`src/inc/sct_cfg.svh`:
```
// constants and register map of the sample clock trim and slot enable block
// Overview of operation
// - slot A runs while its enable bit is set
// - trigger source picks slow tick or aux pin
// - bypass takes time base from aux pin one while its input enable bit is set
// - pin control bits drive pin one enables
// - sample clock enable gates the sample clock
// - slow trim steps 0.6 kHz per unit
// - larger slow trim code means lower frequency
// - slow trim resets to 0x12
// - fast trim steps 109 kHz per unit
// - larger fast trim code means higher frequency
`ifndef SCT_CFG_SVH
`define SCT_CFG_SVH

// register addresses as printed
`define SCT_ADDR_SLOT_CFG      8'h11
`define SCT_ADDR_STARTUP_WORD  8'h38
`define SCT_ADDR_SLOW_CLK      8'h4B
`define SCT_ADDR_FAST_TRIM     8'h4D
`define SCT_ADDR_PIN_CTRL      8'h4F

// reset values
`define SCT_RST_SLOT_CFG       16'h0000
`define SCT_RST_STARTUP_WORD   16'h0000
`define SCT_RST_SLOW_CLK       16'h2612
`define SCT_RST_FAST_TRIM      16'h0098
`define SCT_RST_PIN_CTRL       16'h2090
`define SCT_RST_SLOW_FREQ      17'h0A280
`define SCT_RST_FAST_FREQ      16'h7D00
`define SCT_ZERO16             16'h0000

// field positions
`define SCT_BIT_SLOT_A_EN      0
`define SCT_BIT_SLOW_BYPASS    8
`define SCT_BIT_SCLK_EN        7
`define SCT_SLOW_TRIM_MSB      5
`define SCT_FAST_TRIM_MSB      7
`define SCT_BIT_PIN1_OE        6
`define SCT_BIT_PIN1_IE        5
`define SCT_TRIG_SEL_MSB       3
`define SCT_TRIG_SEL_LSB       2

// frequency model: slow in Hz, fast in kHz
`define SCT_SLOW_TOP_HZ        52400
`define SCT_SLOW_STEP_HZ       600
`define SCT_FAST_BASE_KHZ      15432
`define SCT_FAST_STEP_KHZ      109

// slow trim centre point: nominal sample master clock
`define SCT_SLOW_CENTRE_CODE   6'h22
`define SCT_SLOW_CENTRE_HZ     17'h07D00

`endif

```
`src/inc/sct_pkg.sv`:
```
// types shared by the sample clock trim and slot enable block
package sct_pkg;

  // one register access from the serial control port
  typedef struct packed {
    logic [7:0]  addr;   // register address
    logic [15:0] wdata;  // write data
    logic        wr;     // write strobe, one cycle
    logic        rd;     // read strobe, one cycle
  } sct_reg_req_t;

  // sample cycle start source
  typedef enum logic [1:0] {
    SCT_TRIG_SLOW = 2'h0,
    SCT_TRIG_PIN0 = 2'h1,
    SCT_TRIG_PIN1 = 2'h2,
    SCT_TRIG_RSVD = 2'h3
  } sct_trig_t;

endpackage : sct_pkg

```
`src/sct_top.sv`:
```
// register file and clock steering of the sample timing core
`timescale 1ns/1ps
`include "sct_cfg.svh"

module sct_top (
  input  wire logic                 clock_in,            // 100 MHz
  input  wire logic                 rst_in,              // sync, active high
  input  wire sct_pkg::sct_reg_req_t reg_req_in,         // serial port access
  input  wire logic                 slow_osc_in,         // internal slow clock level
  input  wire logic                 slow_tick_in,        // internal sample rate tick
  input  wire logic                 aux_pin_zero_in,     // pin zero level
  input  wire logic                 aux_pin_one_in,      // pin one level
  output logic [15:0]               reg_rdata_out,       // read data
  output logic                      reg_rvalid_out,      // read data valid pulse
  output logic                      slot_a_run_out,      // slot A runs
  output logic                      sample_clock_out,    // gated sample time base
  output logic                      sample_start_out,    // sample cycle start pulse
  output logic [5:0]                slow_osc_trim_out,   // slow trim code
  output logic [7:0]                fast_osc_trim_out,   // fast trim code
  output logic [16:0]               slow_osc_freq_out,   // estimated slow freq, Hz
  output logic [15:0]               fast_osc_freq_out,   // estimated fast freq, kHz
  output logic                      aux_pin_one_out,     // pin one drive value
  output logic                      aux_pin_one_oe_n_out // low while pin one driven
);

  ////////////////////////////////////////////////////////////////////////////
  // register file
  logic [15:0] slot_cfg;        // slot configuration
  logic [15:0] startup_word;    // sync trigger startup word
  logic [15:0] slow_clk;        // slow clock control
  logic [15:0] fast_trim;       // fast clock trim
  logic [15:0] pin_ctrl;        // pin control
  logic [15:0] rdata;           // read data register
  logic        rvalid;          // read valid register
  logic [15:0] next_slot_cfg;
  logic [15:0] next_startup_word;
  logic [15:0] next_slow_clk;
  logic [15:0] next_fast_trim;
  logic [15:0] next_pin_ctrl;
  logic [15:0] next_rdata;
  logic        next_rvalid;

  // write decode and read mux; reserved bits are stored as written
  always_comb begin
    next_slot_cfg     = slot_cfg;
    next_startup_word = startup_word;
    next_slow_clk     = slow_clk;
    next_fast_trim    = fast_trim;
    next_pin_ctrl     = pin_ctrl;
    next_rdata        = rdata;
    next_rvalid       = reg_req_in.rd;
    if (reg_req_in.wr) begin
      case (reg_req_in.addr)
        `SCT_ADDR_SLOT_CFG:     next_slot_cfg     = reg_req_in.wdata;
        `SCT_ADDR_STARTUP_WORD: next_startup_word = reg_req_in.wdata;
        `SCT_ADDR_SLOW_CLK:     next_slow_clk     = reg_req_in.wdata;
        `SCT_ADDR_FAST_TRIM:    next_fast_trim    = reg_req_in.wdata;
        `SCT_ADDR_PIN_CTRL:     next_pin_ctrl     = reg_req_in.wdata;
        default: begin
          // unmapped writes are dropped
        end
      endcase
    end
    if (reg_req_in.rd) begin
      case (reg_req_in.addr)
        `SCT_ADDR_SLOT_CFG:     next_rdata = slot_cfg;
        `SCT_ADDR_STARTUP_WORD: next_rdata = startup_word;
        `SCT_ADDR_SLOW_CLK:     next_rdata = slow_clk;
        `SCT_ADDR_FAST_TRIM:    next_rdata = fast_trim;
        `SCT_ADDR_PIN_CTRL:     next_rdata = pin_ctrl;
        default:                next_rdata = `SCT_ZERO16; // unmapped reads zero
      endcase
    end
  end

  // register state
  always_ff @(posedge clock_in) begin
    if (rst_in) begin
      slot_cfg     <= `SCT_RST_SLOT_CFG;
      startup_word <= `SCT_RST_STARTUP_WORD;
      slow_clk     <= `SCT_RST_SLOW_CLK;
      fast_trim    <= `SCT_RST_FAST_TRIM;
      pin_ctrl     <= `SCT_RST_PIN_CTRL;
      rdata        <= `SCT_ZERO16;
      rvalid       <= 1'b0;
    end else begin
      slot_cfg     <= next_slot_cfg;
      startup_word <= next_startup_word;
      slow_clk     <= next_slow_clk;
      fast_trim    <= next_fast_trim;
      pin_ctrl     <= next_pin_ctrl;
      rdata        <= next_rdata;
      rvalid       <= next_rvalid;
    end
  end

  // fields that leave as outputs are the register flops themselves, except pin one enable, which leaves inverted
  assign reg_rdata_out        = rdata;
  assign reg_rvalid_out       = rvalid;
  assign slot_a_run_out       = slot_cfg[`SCT_BIT_SLOT_A_EN];
  assign slow_osc_trim_out    = slow_clk[`SCT_SLOW_TRIM_MSB:0];
  assign fast_osc_trim_out    = fast_trim[`SCT_FAST_TRIM_MSB:0];
  assign aux_pin_one_oe_n_out = ~pin_ctrl[`SCT_BIT_PIN1_OE];

  ////////////////////////////////////////////////////////////////////////////
  // pin synchronisers; stage one feeds stage two only
  logic [2:0] pin0_sync;  // [0] meta, [1] stable, [2] previous
  logic [2:0] pin1_sync;
  logic [2:0] next_pin0_sync;
  logic [2:0] next_pin1_sync;

  always_comb begin
    next_pin0_sync = {pin0_sync[1:0], aux_pin_zero_in};
    next_pin1_sync = {pin1_sync[1:0], aux_pin_one_in};
  end

  always_ff @(posedge clock_in) begin
    if (rst_in) begin
      pin0_sync <= 3'h0;
      pin1_sync <= 3'h0;
    end else begin
      pin0_sync <= next_pin0_sync;
      pin1_sync <= next_pin1_sync;
    end
  end

  ////////////////////////////////////////////////////////////////////////////
  // clock steering and trigger selection
  logic              sclk;         // gated sample time base
  logic              sstart;       // sample cycle start
  logic              pin1_drv;     // pin one drive value
  logic [16:0]       slow_freq;    // Hz estimate
  logic [15:0]       fast_freq;    // kHz estimate
  logic              next_sclk;
  logic              next_sstart;
  logic [16:0]       next_slow_freq;
  logic [15:0]       next_fast_freq;
  logic              pin1_ie;      // pin one input path open
  logic              pin0_rise;
  logic              pin1_rise;
  sct_pkg::sct_trig_t trig_sel;
  logic [31:0]       slow_calc;
  logic [31:0]       fast_calc;

  always_comb begin
    pin1_ie   = pin_ctrl[`SCT_BIT_PIN1_IE];
    pin0_rise = pin0_sync[1] & ~pin0_sync[2];
    pin1_rise = pin1_ie & pin1_sync[1] & ~pin1_sync[2];
    trig_sel  = sct_pkg::sct_trig_t'(pin_ctrl[`SCT_TRIG_SEL_MSB:`SCT_TRIG_SEL_LSB]);
    // time base: internal oscillator or pin one; the input path must be open,
    // which software arranges before relying on bypass
    if (slow_clk[`SCT_BIT_SLOW_BYPASS]) begin
      next_sclk = pin1_ie & pin1_sync[1];
    end else begin
      next_sclk = slow_osc_in;
    end
    next_sclk = next_sclk & slow_clk[`SCT_BIT_SCLK_EN];
    // sample cycle start only while the sample clock is powered
    case (trig_sel)
      sct_pkg::SCT_TRIG_SLOW: next_sstart = slow_tick_in;
      sct_pkg::SCT_TRIG_PIN0: next_sstart = pin0_rise;
      sct_pkg::SCT_TRIG_PIN1: next_sstart = pin1_rise;
      default:                next_sstart = 1'b0; // reserved: no trigger
    endcase
    next_sstart = next_sstart & slow_clk[`SCT_BIT_SCLK_EN];
    // frequency estimates; slow falls with code, fast rises with code
    slow_calc = `SCT_SLOW_TOP_HZ - (32'(slow_clk[`SCT_SLOW_TRIM_MSB:0])
                * `SCT_SLOW_STEP_HZ);
    fast_calc = `SCT_FAST_BASE_KHZ + (32'(fast_trim[`SCT_FAST_TRIM_MSB:0])
                * `SCT_FAST_STEP_KHZ);
    next_slow_freq = slow_calc[16:0];
    next_fast_freq = fast_calc[15:0];
  end

  always_ff @(posedge clock_in) begin
    if (rst_in) begin
      sclk      <= 1'b0;
      sstart    <= 1'b0;
      pin1_drv  <= 1'b0;
      slow_freq <= `SCT_RST_SLOW_FREQ;
      fast_freq <= `SCT_RST_FAST_FREQ;
    end else begin
      sclk      <= next_sclk;
      sstart    <= next_sstart;
      pin1_drv  <= 1'b0; // pin one only ever driven low here
      slow_freq <= next_slow_freq;
      fast_freq <= next_fast_freq;
    end
  end

  assign sample_clock_out  = sclk;
  assign sample_start_out  = sstart;
  assign aux_pin_one_out   = pin1_drv;
  assign slow_osc_freq_out = slow_freq;
  assign fast_osc_freq_out = fast_freq;
endmodule : sct_top

```
`config.mk`:
```
export PLATFORM = sky130hd
export DESIGN_NAME = sct_top
export DESIGN_NICKNAME = d
export VERILOG_FILES = /design/src/inc/sct_pkg.sv /design/src/sct_top.sv
export VERILOG_INCLUDE_DIRS = /design/src /design/src/inc
export SDC_FILE = /design/constraint.sdc
export NUM_CORES = 1
export LEC_CHECK = 0
export ABC_AREA = 0
export BUFFER_PORTS_ARGS = -buffer_cell sky130_fd_sc_hd__buf_2
export CORE_ASPECT_RATIO = 1.2
export CORE_MARGIN = 2
export CORE_UTILIZATION = 34
export CTS_CLUSTER_SIZE = 25
export DETAILED_ROUTE_END_ITERATION = 7
export GPL_ROUTABILITY_DRIVEN = 0
export PLACE_DENSITY = 0.56
export SKIP_LAST_GASP = 1
export SLEW_MARGIN = 20
export SYNTH_ARGS = -nofsm -noshare
export SYNTH_HDL_FRONTEND = slang
export SYNTH_SLANG_ARGS = --single-unit
```
`constraint.sdc`:
```
create_clock -name clock_in -period 5 [get_ports clock_in]
set_input_delay 1 -clock clock_in [delete_from_list [all_inputs] [get_ports clock_in]]
set_output_delay 1 -clock clock_in [all_outputs]
set_load 0.005 [all_outputs]
```
==> impl_metrics.csv <==
group,metric,value,unit
routing,routed_wl,18800,um
critical_path,worstPathRequired,5.31,ns
timing,period_minus_slack,3.95,ns
place,io_buffers,96,
routing,drc_errors,0,
global_route,grt_max_degree,81,
yosys,synth_warnings,0,
final_layout,multi_input_area,0.00394,mm^2
timing,relSlewSlack,42.9,%
critical_path,end_kind,"register",
place,dp.cells,1139,
critical_path,path_cells,"inv_1, ha_1, fa_1, fa_1, inv_1, fa_1, inv_1, ha_1, o21a_1, o21ai_0, a21oi_1, o21ai_0, xor2_1, nand2b_1",
clock_network,hold_buffers,0,
final_layout,design_area,0.00840,mm^2
clock_network,clk_latency,0.43,ns
yosys,ys_top_cells_by_area,"dfxtp_1, ha_1, nand2_1",
final_layout,layout_commonest_cell,"nand2_1",
global_route,grt_remaining_overflow,0,
yosys,synth_seq_cells,135,
yosys,yosys.area.top_type,"dfxtp_1",
clock_network,cts_buffer_depth,2,
routing,first_pass_iters,6,
timing,skew,0.0106,ns
power_and_ir_drop,powerDensity,297,mW/mm^2
yosys,ys.flop_type,"dfxtp_1",
routing,wire_per_inst,16.1,um
timing,slew_viol_final,0,
critical_path,crit_family,"adder cells",
min_path,min_from,"pin0_sync[1]",
routing,antenna_left,0,
clock_network,cts_setup_buffers,0,
floorplanning,rows,58,
min_path,min_path_cells,2,
final_layout,final_nets,1012,
clock_network,clk_pin_slew,0.07,ns
job,drv_cap,0,
critical_path,path_class,"reg -> reg",
place,hpwl,12900,um
critical_path,start_kind,"register",
timing,worst_pin_slew,0.857,ns
yosys,syn_inst,822,
timing,fin_crit_sh,79.0,%
yosys,async_flop_share,0,%
clock_network,htree_num_levels,4,
final_layout,final_util,40.3,%
critical_path,slowest_stage,"fa_1",
global_route,antenna_found_initial,1,
yosys,synth_top_cell_area_share,37.6,%
floorplanning,die_y,163,um
clock_network,clock-sinks,135,
final_layout,drive_gt1_share,16.3,%
floorplanning,io_pins,101,
yosys,yosysSeqAreaShare,37.6,%
timing,max_freq,253,MHz
routing,post_drt_via_cell_ratio,5.03,
yosys,netlist_area,0.00718,mm^2
min_path,hold_path.class,"reg -> reg",
clock_network,cts_tree,"done",
timing,setup_viol,0,
critical_path,critical_path.max_stage_delay,0.55,ns
routing,drtIter0Drc,332,
final_layout,fillerInstances,2123,
final_layout,finalNonFillerCells,1172,
critical_path,cp_max_fo,7,
run_status,status,"completed",
global_route,grt_use_total,17.4,%
global_route,grt_pass1_wl,30000,um
power_and_ir_drop,p_leak,3.60,nW
clock_network,cts_buffers,17,
critical_path,r2r_slack,1.05,ns
routing,num_vias,5895,
critical_path,r2r-start,"fast_trim[5]",
global_route,grt_pass1_vias,5680,
clock_network,cts_root_buf,"clkbuf_16",
floorplanning,die_w,137,um
yosys,postSynthAreaPerCell,8.74,um^2
place,place_area,0.00777,mm^2
yosys,yosys.cell_types.count,50,
critical_path,critical_path_arrival,4.26,ns
floorplanning,core,0.0208,mm^2
final_layout,final_cell_mix,"nand2_1, dfxtp_1, buf_2",
final_layout,area_growth,16.9,%
timing,final.setup.tns,0,ns
timing,hold_viol,0,
yosys,synth_edf_count,0,
min_path,whs_endpoint,"pin0_sync[2]",
critical_path,ff2ff_path_depth,14,
power_and_ir_drop,peakVddDrop,0.163,mV
final_layout,seqCellArea,0.00270,mm^2
floorplanning,dieArea,0.0223,mm^2
clock_network,postCtsResizedCells,0,
floorplanning,initial_core_util,34.5,%
critical_path,crit_buf_inv,3,
timing,rsz0062_at_grt,"false",
critical_path,reg2reg_to,"fast_osc_freq_out[14]",
## synth_stat cells (2+ instances only)
cell / instances
clkbuf_1: 29
fa_1: 20
nand3_1: 33
and2_1: 4
nand2_1: 136
nor2_1: 44
nand3b_1: 9
a222oi_1: 16
or3_1: 3
or2_2: 2
buf_6: 2
a211o_1: 4
and3_1: 5
xnor2_1: 8
o21a_1: 7
nand2b_1: 11
nor3_2: 2
a21o_1: 8
a311oi_1: 16
buf_4: 23
buf_2: 5
inv_1: 59
o21ai_0: 13
ha_1: 72
a21oi_1: 86
a31oi_1: 4
a22oi_1: 16
dfxtp_1: 135
nor2b_1: 14
nor3_4: 2
o21bai_1: 3
xor2_1: 10
nor3_1: 4
## layout make-up
class                      count  share of cell area (%)
multi-input combinational    570                    47.0
sequential                   135                    32.2
timing repair buffer         105                    6.70
clock buffer                  17                    5.07
tap                          270                    4.02
inverter                      59                    2.64
clock inverter                15                    2.40
antenna                        1                  0.0298
## through the flow
step	power, mW	hold slack (ns)	setup WS (ns)
2_1_floorplan	1.18	0.410	1.19
3_3_place_gp	1.22	0.441	1.09
3_5_place_dp	1.23	0.429	1.05
4_1_cts	2.52	0.454	1.03
5_1_grt	2.58	0.477	0.750
6_report	2.49	0.445	1.05
## metal layers
metal | GRT usage, % | share of wire [%]
met3 | 3.76 | 4.2
met2 | 29.3 | 50
met5 | 0 | 0
met1 | 21.9 | 44
met4 | 5.59 | 0.97
## sequential cells by signal, summed over array words and instances, names as in the netlist, 3 cells and up
signal             cells
startup_word          16
pin0_sync              3
fast_osc_freq_out     16
slow_clk              16
slot_cfg              16
reg_rdata_out         16
pin1_sync              3
fast_trim             16
pin_ctrl              16
slow_osc_freq_out     14
## worst min-delay path, delay by kind of cell (launching register included)
| family | cells | cell delay (ns) |
|---|---|---|
| buf+inv | 1 | 0.06 |
| simple gates | 1 | 0.04 |
| flops | 1 | 0.30 |
## worst max-delay path by stage
stage	end	cells past startpoint	from
6_report	fast_osc_freq_out[14]	14	fast_trim[5]
2_1_floorplan	fast_osc_freq_out[13]	14	fast_trim[6]
3_3_place_gp	fast_osc_freq_out[14]	14	fast_trim[5]
5_1_grt	fast_osc_freq_out[14]	16	fast_trim[0]
3_5_place_dp	fast_osc_freq_out[13]	14	fast_trim[5]
4_1_cts	fast_osc_freq_out[14]	14	fast_trim[5]
## logic make-up (layout without fill, tap and decap cells)
family | count (synthesis) | after routing | synth area share [%]
buf+inv | 120 | 196 | 7.79
fa+ha+maj | 92 | 92 | 18.1
other cells | 1 | 5 | 0.0522
compound gates | 182 | 182 | 16.6
simple gates | 274 | 274 | 17.6
flops | 135 | 135 | 37.6
xor+xnor | 18 | 18 | 2.19
## power breakdown
part	internal, mW	total [mW]	switching, mW
sequential	1.09	1.09	0.00634
combinational	0.0375	0.106	0.0688
clock	0.685	1.29	0.608
Power figures use the tool's default switching activity.
